<file path="src/opm_pkg.sv">
// Constants for the upper port pin multiplexer: register map, fields,
// reset values and input buffer kinds.
// Assumes a byte-wide register port on the system clock.
package opm_pkg;

  // ==========================================================
  // Register map
  localparam logic [3:0] OPM_REG_PIN    = 4'h0;
  localparam logic [3:0] OPM_REG_LATCH  = 4'h1;
  localparam logic [3:0] OPM_REG_DIR    = 4'h2;
  localparam logic [3:0] OPM_REG_MEMCTL = 4'h3;
  localparam logic [3:0] OPM_REG_PARCTL = 4'h4;

  // ==========================================================
  // Field positions
  localparam int OPM_EXT_BUS_DISABLE_BIT  = 7;
  localparam int OPM_PPMODE_BIT = 4;
  localparam int OPM_PIN_LO     = 5;

  // ==========================================================
  // Reset values: all pins inputs, latch clear, external bus off
  localparam logic [7:0] OPM_DIR_RST    = 8'hff;
  localparam logic [7:0] OPM_LATCH_RST  = 8'h00;
  localparam logic [7:0] OPM_MEMCTL_RST = 8'h80;
  localparam logic [7:0] OPM_PARCTL_RST = 8'h00;
  localparam logic [7:0] OPM_RD_UNMAP   = 8'h00;

  // ==========================================================
  // Input buffer kind presented on each upper pin
  typedef enum logic [1:0] {
    OPM_BUF_ST  = 2'b00,
    OPM_BUF_TTL = 2'b01,
    OPM_BUF_I2C = 2'b10,
    OPM_BUF_SMB = 2'b11
  } opm_buf_e;

endpackage

</file>
<file path="src/opm_sync.sv">
// Two-stage synchroniser for pin levels.
// Assumes inputs are asynchronous to mclk_i.
module opm_sync #(
  parameter int W = 8
) (
  // Clock and reset
  input  wire logic         mclk_i,
  input  wire logic         rst_i,
  // Levels
  input  wire logic [W-1:0] async_i,
  output logic      [W-1:0] sync_o
);

  logic [W-1:0] meta;

  // ==========================================================
  // First stage feeds only the second stage
  always_ff @(posedge mclk_i) begin
    if (rst_i) begin
      meta   <= '0;
      sync_o <= '0;
    end else begin
      meta   <= async_i;
      sync_o <= meta;
    end
  end

endmodule

</file>
<file path="src/opm_pin_mux.sv">
// Pin function multiplexer for pins 5 to 7 of the 8-bit port, plus
// the shared pin-value, latch, direction and mode registers.
// Assumes the memory interface, serial module and parallel port
// engines sit outside on mclk_i; pins are asynchronous.
//
// How it works
// - Direction one tristates pin, zero drives latch
// - Latch register reads back latch, not pins
// - Memory bus only while bus-disable bit clear
// - Parallel mode bit makes pins parallel port
// - Memory bus drives pin 5 above all
// - Memory bus drives pin 6 above all
// - Memory bus drives pin 7 above all
// - Memory read samples pins through TTL buffers
// - Parallel port read drives latch bits out
// - Parallel port write captured through TTL buffers
// - Pin 5 input feeds serial data in
// - Two-wire data output on pin 5 overrides when direction one
// - Two-wire data input uses module threshold choice
// - Pin 6 drives serial clock when direction zero
// - Pin 6 input feeds external serial clock
// - Two-wire clock output on pin 6 only when direction zero
// - Two-wire clock input uses module threshold choice
// - Pin 7 input feeds slave select, TTL
// - Don't-care functions ignore the direction bit
// - Memory bus functions only in large package
module opm_pin_mux
  import opm_pkg::*;
#(
  parameter bit HAS_EXT_BUS = 1'b1
) (
  // Clock and reset
  input  wire logic       mclk_i,
  input  wire logic       rst_i,
  // Register port
  input  wire logic [3:0] addr_i,
  input  wire logic [7:0] wdata_i,
  input  wire logic       wr_i,
  input  wire logic       rd_i,
  output logic      [7:0] rdata_o,
  // Pins 5 to 7 and sensed levels of pins 0 to 4
  input  wire logic [2:0] pin_in_i,
  output logic      [2:0] pin_out_o,
  output logic      [2:0] pin_oe_o,
  output opm_buf_e        pin_buf_o [3],
  input  wire logic [4:0] pin_lo_i,
  // Shared settings for the lower pin logic
  output logic      [7:0] latch_o,
  output logic      [7:0] dir_o,
  output logic            ext_bus_on_o,
  output logic            par_mode_o,
  // Memory interface engine
  input  wire logic       mem_drive_i,
  input  wire logic       mem_read_i,
  input  wire logic [2:0] mem_ad_i,
  output logic      [2:0] mem_rdata_o,
  // Second serial module
  input  wire logic       ser_en_i,
  input  wire logic       ser_two_wire_i,
  input  wire logic       ser_smbus_i,
  input  wire logic       ser_clk_out_i,
  input  wire logic       ser_sda_out_i,
  output logic            ser_data_in_o,
  output logic            ser_clk_in_o,
  output logic            ser_ss_in_o,
  // Parallel slave port engine
  input  wire logic       par_rd_i,
  input  wire logic       par_wr_i,
  output logic      [2:0] par_wdata_o
);

  // ==========================================================
  // Storage and synchronised pins
  logic [7:0] latch;
  logic [7:0] dir;
  logic [7:0] memctl;
  logic [7:0] parctl;
  logic [7:0] pin_sync;
  logic [7:0] next_rdata;
  logic       bus_on;
  logic       par_on;
  logic [2:0] next_out;
  logic [2:0] next_oe;
  opm_buf_e   next_buf [3];

  opm_sync #(
    .W (8)
  ) u_sync (
    .mclk_i  (mclk_i),
    .rst_i   (rst_i),
    .async_i ({pin_in_i, pin_lo_i}),
    .sync_o  (pin_sync)
  );

  // Threshold for two-wire inputs follows the module's own choice
  function automatic opm_buf_e tw_buf(input logic smb);
    return smb ? OPM_BUF_SMB : OPM_BUF_I2C;
  endfunction

  // Bus functions are absent in the small package build
  assign bus_on = HAS_EXT_BUS && !memctl[OPM_EXT_BUS_DISABLE_BIT];
  assign par_on = parctl[OPM_PPMODE_BIT];

  // ==========================================================
  // Register writes; pin-value writes land in the latch
  always_ff @(posedge mclk_i) begin
    if (rst_i) begin
      latch <= OPM_LATCH_RST;
    end else if (wr_i && (addr_i == OPM_REG_PIN || addr_i == OPM_REG_LATCH)) begin
      latch <= wdata_i;
    end
  end

  always_ff @(posedge mclk_i) begin
    if (rst_i) begin
      dir <= OPM_DIR_RST;
    end else if (wr_i && addr_i == OPM_REG_DIR) begin
      dir <= wdata_i;
    end
  end

  // Mode registers
  always_ff @(posedge mclk_i) begin
    if (rst_i) begin
      memctl <= OPM_MEMCTL_RST;
      parctl <= OPM_PARCTL_RST;
    end else if (wr_i) begin
      if (addr_i == OPM_REG_MEMCTL) begin
        memctl <= wdata_i;
      end
      if (addr_i == OPM_REG_PARCTL) begin
        parctl <= wdata_i;
      end
    end
  end

  // ==========================================================
  // Read data, valid the cycle after the strobe only
  always_comb begin
    case (addr_i)
      OPM_REG_PIN:    next_rdata = pin_sync;
      OPM_REG_LATCH:  next_rdata = latch;
      OPM_REG_DIR:    next_rdata = dir;
      OPM_REG_MEMCTL: next_rdata = memctl;
      OPM_REG_PARCTL: next_rdata = parctl;
      default:        next_rdata = OPM_RD_UNMAP;
    endcase
  end

  always_ff @(posedge mclk_i) begin
    if (rst_i) begin
      rdata_o <= OPM_RD_UNMAP;
    end else begin
      rdata_o <= rd_i ? next_rdata : OPM_RD_UNMAP;
    end
  end

  // ==========================================================
  // Pin owner selection; later assignments win, so the order
  // below is latch, parallel port, serial module, memory bus
  always_comb begin
    for (int i = 0; i < 3; i++) begin
      next_out[i] = latch[OPM_PIN_LO+i];
      next_oe[i]  = !dir[OPM_PIN_LO+i];
      next_buf[i] = OPM_BUF_ST;
      if (par_on) begin
        next_buf[i] = OPM_BUF_TTL;
        next_oe[i]  = par_rd_i;
      end
    end
    if (ser_en_i) begin
      // Pin 5: data in, or two-wire data pulled low only
      if (dir[OPM_PIN_LO]) begin
        if (ser_two_wire_i) begin
          next_buf[0] = tw_buf(ser_smbus_i);
          next_out[0] = 1'b0;
          next_oe[0]  = !ser_sda_out_i;
        end else begin
          next_buf[0] = OPM_BUF_ST;
          next_oe[0]  = 1'b0;
        end
      end
      // Pin 6: clock out on direction zero, clock in on one
      if (!dir[OPM_PIN_LO+1]) begin
        next_out[1] = ser_clk_out_i;
        next_oe[1]  = 1'b1;
      end else begin
        next_buf[1] = ser_two_wire_i ? tw_buf(ser_smbus_i) : OPM_BUF_ST;
        next_oe[1]  = 1'b0;
      end
      // Pin 7: slave select only in SPI mode
      if (!ser_two_wire_i && dir[OPM_PIN_LO+2]) begin
        next_buf[2] = OPM_BUF_TTL;
        next_oe[2]  = 1'b0;
      end
    end
    if (bus_on) begin
      for (int i = 0; i < 3; i++) begin
        next_out[i] = mem_ad_i[i];
        next_oe[i]  = mem_drive_i;
        next_buf[i] = OPM_BUF_TTL;
      end
    end
  end

  // ==========================================================
  // Pin drivers registered so every output leaves a flop
  always_ff @(posedge mclk_i) begin
    if (rst_i) begin
      pin_out_o <= 3'h0;
      pin_oe_o  <= 3'h0;
      for (int i = 0; i < 3; i++) begin
        pin_buf_o[i] <= OPM_BUF_ST;
      end
    end else begin
      pin_out_o <= next_out;
      pin_oe_o  <= next_oe;
      for (int i = 0; i < 3; i++) begin
        pin_buf_o[i] <= next_buf[i];
      end
    end
  end

  // Settings mirrored for the lower pins
  always_ff @(posedge mclk_i) begin
    if (rst_i) begin
      latch_o      <= OPM_LATCH_RST;
      dir_o        <= OPM_DIR_RST;
      ext_bus_on_o <= 1'b0;
      par_mode_o   <= 1'b0;
    end else begin
      latch_o      <= latch;
      dir_o        <= dir;
      ext_bus_on_o <= bus_on;
      par_mode_o   <= par_on;
    end
  end

  // ==========================================================
  // Captured inputs; memory reads and parallel writes ignore
  // direction bits, and both hold until the next capture
  always_ff @(posedge mclk_i) begin
    if (rst_i) begin
      mem_rdata_o <= 3'h0;
    end else if (bus_on && mem_read_i) begin
      mem_rdata_o <= pin_sync[7:5];
    end
  end

  always_ff @(posedge mclk_i) begin
    if (rst_i) begin
      par_wdata_o <= 3'h0;
    end else if (par_on && par_wr_i && !bus_on) begin
      par_wdata_o <= pin_sync[7:5];
    end
  end

  // Serial inputs; the pin levels already passed two flops
  always_ff @(posedge mclk_i) begin
    if (rst_i) begin
      ser_data_in_o <= 1'b0;
      ser_clk_in_o  <= 1'b0;
      ser_ss_in_o   <= 1'b0;
    end else begin
      ser_data_in_o <= pin_sync[5];
      ser_clk_in_o  <= pin_sync[6];
      ser_ss_in_o   <= pin_sync[7];
    end
  end
endmodule

</file>
<file path="config.mk">
export PLATFORM = sky130hd
export DESIGN_NAME = opm_pin_mux
export DESIGN_NICKNAME = d
export VERILOG_FILES = /design/src/opm_pkg.sv /design/src/opm_sync.sv /design/src/opm_pin_mux.sv
export SDC_FILE = /design/constraint.sdc
export NUM_CORES = 1
export LEC_CHECK = 0
export BUFFER_PORTS_ARGS = -buffer_cell sky130_fd_sc_hd__buf_4
export CAP_MARGIN = 20
export CORE_MARGIN = 8
export CORE_UTILIZATION = 31
export CTS_CLUSTER_SIZE = 14
export DETAILED_ROUTE_END_ITERATION = 8
export PLACE_DENSITY = 0.58
export SYNTH_ARGS = -nofsm -noshare
export SYNTH_HDL_FRONTEND = slang
export SYNTH_HIERARCHICAL = 1
export SYNTH_SLANG_ARGS = --single-unit
</file>
<file path="constraint.sdc">
create_clock -name mclk_i -period 1.5 [get_ports mclk_i]
set_input_delay 0.15 -clock mclk_i [delete_from_list [all_inputs] [get_ports mclk_i]]
set_output_delay 0.15 -clock mclk_i [all_outputs]
set_load 0.05 [all_outputs]
</file>
# After elaboration in Yosys (flattened, before gate mapping)
# Cells that the tools add are included.
[word_totals] ff_bits=95 in_bits=36 elab_cells=71 output_inout_bits=47
[op_classes] reduce_logical=18 n_mux=23 eq_ne=4 bitwise_logic=2
[op_table] cell="$pmux W8 S5" n=1
[op_table] cell="$mux W1" n=12
[op_table] cell="$mux W2" n=5
[op_table] cell="$mux W3" n=3
[op_table] cell="$eq A4 B2 Y1 const B" n=2
[op_table] cell="$logic_and A1 B1 Y1" n=6
[op_table] cell="$logic_not A1 Y1" n=6
[op_table] cell="$mux W6" n=1
[op_table] cell="$mux W5" n=1
[op_table] cell="$eq A4 B1 Y1 const B" n=1
[op_table] cell="$eq A4 B3 Y1 const B" n=1
[op_table] cell="$logic_not A4 Y1" n=1
[op_table] cell="$reduce_and A2 Y1" n=2
[op_table] cell="$reduce_or A2 Y1" n=2
[op_table] cell="$not A1 Y1" n=2
[op_table] cell="$logic_or A1 B1 Y1" n=1

# Depth between registers and ports, before layout
[logic_depth] word_depth=5 depth_mapped=5 mapped_depth_nobuf=4

# By module
# The synthesis kept the hierarchy.
[modules_own_cells] module="opm_pin_mux" seq_area_each_um2=1561.5 cells_each=305 n_inst=1 area_per_inst_um2=3002.9
[modules_own_cells] module="opm_sync" seq_area_each_um2=320.3 cells_each=33 n_inst=1 area_per_inst_um2=464.2

# Worst setup path before layout
# OpenSTA, ideal clock, no wires.
[synth_path] path_kind="reg-to-reg" start="register memctl[7]" end="register pin_out_o[2]" arrival_ns=1.040 t_required_ns=1.372 setup_time_ns=0.128 n_path_buf=2 synth_period_minus_slack_ns=1.168 path_slack_ns=0.332 stages_incl_launch_ff=5 path_cell_list="dfxtp_1 clkbuf_1 clkbuf_1 mux2i_1 nor2_1"
[synth_via] elab_chain_cells=1
[synth_lines] element="start: declaration" line_no="opm_pin_mux.sv:76" source="logic [7:0] memctl;"
[synth_lines] element="start signal: assignment" line_no="opm_pin_mux.sv:129" source="memctl <= wdata_i;"
[synth_lines] element="$mux W3" line_no="opm_pin_mux.sv:197" source="if (bus_on) begin"
[synth_lines] element="end signal: assignment" line_no="opm_pin_mux.sv:216" source="pin_out_o <= next_out;"
[synth_lines] element="end: declaration" line_no="opm_pin_mux.sv:43" source="output logic [2:0] pin_out_o,"
# Every way passes these cells.
# A chain may end at the register's enable or synchronous reset.

# Worst setup path after layout
[layout_path] start="register memctl[7]" end="register mem_rdata_o[0]"
[layout_via] elab_chain_cells=2
[layout_lines] element="$logic_not A1 Y1" line_no="opm_pin_mux.sv:101" source="assign bus_on = HAS_EXT_BUS && !memctl[OPM_EXT_BUS_DISABLE_BIT];"
[layout_lines] element="$logic_and A1 B1 Y1" line_no="opm_pin_mux.sv:245" source="end else if (bus_on && mem_read_i) begin"
[layout_lines] element="end signal: assignment" line_no="opm_pin_mux.sv:246" source="mem_rdata_o <= pin_sync[7:5];"
[layout_lines] element="end: declaration" line_no="opm_pin_mux.sv:56" source="output logic [2:0] mem_rdata_o,"
# Every way passes these cells.

==> results by group <==
Drt
  – Drt total wl: 8840 um
  – Via density: approximately 4.6
  – DRT antenna net count: 0
  – Vias: 2604
  – # DRC: 0
  – First-pass detailed-route iteration total: 4
  – Average wire per standard cell: 15.5 um
  – DR iter-0 viols: approximately 120

Power
  – PwrDens: 1020 mW/mm2
  – Worst vdd ir: between 400 and 500 uV
  – P_leak: between 1.5 and 2 nW

Critical path
  – Max incr delay on CP: roughly 0.6 ns
  – RR Endpoint: mem_rdata_o[0]
  – Slowest stage cell, crit path: dfxtp_1
  – Crit Path Category: flop to flop
  – Req. time, crit path: ~1.8 ns
  – Critical path, cell by cell: nand2b_1 > mux2i_1 > nor2_1
  – Crit. End Element: flop
  – Crit start category: flop
  – CP delay by family, top: flip-flops
  – WP depth: 3
  – CP Buf/Inv Count: 0
  – Arrival @ worst endpoint: approximately 1.5 ns
  – R2R depth: 3
  – CP Max Fanout: 10
  – Reg-to-Reg Start: memctl[7]
  – R2R Setup Slk: 0.27 ns

Clock network
  – Maximum buffer depth of the clock tree: 2
  – # resized after CTS: 0
  – CTS tree: built
  – Post CTS Setup Buffer Count: 0
  – Hold_buf cts: 8
  – CTS root buf: clkbuf_8
  – TritonCTS Sinks: 94
  – CTS Buf Count: 9
  – Clk slew on worst S/H paths: about 0.10 ns
  – # H-tree levels: 3
  – Skew-Pair Late Insertion Delay: about 0.36 ns

Timing
  – Setup ws final: roughly 0.27 ns
  – Fin. Hold Viols: 0
  – Setup TNS: 0 ns
  – RSZ-0062 raised after global routing: false
  – Final setup violation count: 0
  – Crit share post-route: between 80% and 90%
  – Skew final: around 0.011 ns
  – Hold Slack: ~0.022 ns
  – Max Freq: just over 800 MHz
  – Minimum clock period: about 1.2 ns
  – Slew Viols, Final: 0

Place
  – PortBufs: 81
  – Dpl ws: between 0.1 and 0.15 ns
  – Final HPWL DP: around 6400 um
  – Gpl congestion: about 0.75
  – # placed instances: between 500 and 600

Finish
  – Number of nets in the layout: ~460
  – Ant diodes: 0
  – Syn-to-layout area delta: 28.8%
  – Share of cells above drive strength 1: about 33%
  – Fin cells: 571

GRT
  – Largest net degree at the start of global routing: 26
  – Overflow after GRT: 0
  – GRT Util Overall: around an eighth
  – Vias in the first global route: 2677
  – Initial antenna violation count: 0
  – First-pass GRT wire length: 13800 um

Min path
  – Hold_sp: mem_ad_i[2]
  – Hold endpoint: pin_out_o[2]
  – HP Class: input pin to flop
  – Hold Path Depth: 3

Synth
  – Synth warnings: 6
  – Distinct cells, synth: 39
  – Post-synth top area share: about 54%
  – Number of cells produced by synthesis: about 340
  – Number of flops mapped to enable cells by yosys: 0
  – #FFs+latches synth: 94
  – Synthesized Nets: ~370
  – Sequential-to-total area share from yosys stat: between 50 and 60%
  – Synth area leaders: dfxtp_1, mux2i_1, nor2_1, nor2b_1, mux2_2
  – Synth Area per Inst: about 10 um2
  – Synth async-reset ratio: 0%
  – Main synth FF type: dfxtp_1
  – Yosys top cell by area: dfxtp_1
  – Post-Synthesis Cell Area: 0.00347 mm2

Run
  – Max Cap Viol: 0

Floorplan
  – # IOs: a little over 80
  – Die area: about 0.015 mm2
  – Starting Density: 31.8%
  – FP Rows: 38
  – DIE WIDTH: about 120 um
  – Die height: ~120 um
  – Core Area: approximately 0.011 mm2

Status
  – Status: finished clean
## cells in the mapped netlist, types with 3 or more instances
library cell and number:
dfxtp_1 94, nor2_1 42, mux2i_1 22, nand2_1 22, nor2b_1 16, a21oi_1 12
clkbuf_1 11, inv_1 10, nor3_1 10, a21oi_2 8, mux2_2 8, nor2b_2 7
a31oi_1 6, and2b_2 6, o21ai_0 6, a222oi_1 5, a22o_1 5, nand2b_1 5
nand3b_1 5, buf_2 4, buf_6 4, nand3_1 4, a32oi_1 3, nand4b_1 3
## report_power, final
| group | total, mW | leakage [nW] | switching (mW) | internal (mW) |
|---|---|---|---|---|
| registers | 2.57 | 0.763 | 0.0254 | 2.54 |
| logic | 0.422 | 1.09 | 0.237 | 0.185 |
| clock network | 1.58 | 0.0889 | 0.918 | 0.657 |
| total | 4.57 | 1.94 | 1.18 | 3.39 |
## flip-flops by register name, indices dropped and copies added, names as in the netlist
name	count
dir	8
dir_o	8
ext_bus_on_o	1
latch	8
latch_o	8
mem_rdata_o	3
memctl	8
par_mode_o	1
par_wdata_o	3
parctl	8
pin_buf_o	5
pin_oe_o	3
pin_out_o	3
rdata_o	8
ser_clk_in_o	1
ser_data_in_o	1
ser_ss_in_o	1
u_sync/meta	8
u_sync/sync_o	8
## metal layers
metal | track usage (%) | wire [um] | share of wire (%) | vias up
li1 | - | - | - | 1329
met1 | 14.6 | 3990 | 45 | 1198
met2 | 19.7 | 4220 | 48 | 64
met3 | 2.87 | 445 | 5.0 | 13
met4 | 6.09 | 192 | 2.2 | 0
met5 | 0 | 0 | 0 | -
## stage by stage
step | power (mW) | area (um2) | utilization (%)
5_1_grt | 4.77 | 4460 | 41.0
2_1_floorplan | 2.87 | 3470 | -
3_3_place_gp | 3.03 | 4200 | 38.6
6_report | 4.57 | 4460 | 41.0
4_1_cts | 4.63 | 4460 | 41.0
3_5_place_dp | 3.03 | 4200 | 38.6
## logic make-up after synthesis
group | Yosys count | synth area share, %
AOI/OAI and AO/OA | 49 | 10.1
buffers and inverters | 32 | 4.69
DFF | 94 | 54.3
muxes | 30 | 8.95
other | 1 | 0.108
and+or+nand+nor | 132 | 21.9
## how the worst max path moves through the flow
| stage | startpoint | to | slack [ns] |
|---|---|---|---|
| floorplan | memctl[7] | pin_out_o[2] | 0.33 |
| global placement | addr_i[1] | rdata_o[6] | 0.16 |
| detailed placement | addr_i[1] | rdata_o[4] | 0.11 |
| CTS | memctl[7] | par_wdata_o[2] | 0.23 |
| global route | memctl[7] | mem_rdata_o[0] | 0.17 |
| finish | memctl[7] | mem_rdata_o[0] | 0.27 |
## worst min-delay path, delay by kind of cell
family	cells	cell delay, ns
simple gates	1	0.07
mux	1	0.05
buf+inv	1	0.08
## cell usage in the layout (no fill, tap or decap), types with 4 or more instances in the layout
master	n
a21oi_1	12
a21oi_2	8
a222oi_1	5
a22o_1	5
a31oi_1	6
and2b_2	6
buf_4	91
clkbuf_8	10
dfxtp_1	94
dlygate4sd3_1	8
inv_1	10
mux2_2	8
mux2i_1	22
nand2_1	22
nand2b_1	5
nand3_1	4
nand3b_1	5
nor2_1	42
nor2b_1	16
nor2b_2	7
nor3_1	10
o21ai_0	6
## area by class of cell
cell class	instances	area [um2]
clock buffers	10	138
clock inverters	6	46.3
fillers	1047	6420
inverters	10	37.5
multi-input cells	212	1420
flip-flops and latches	94	1880
well taps	140	175
repair buffers	99	763
(Power assumes the default switching activity.)
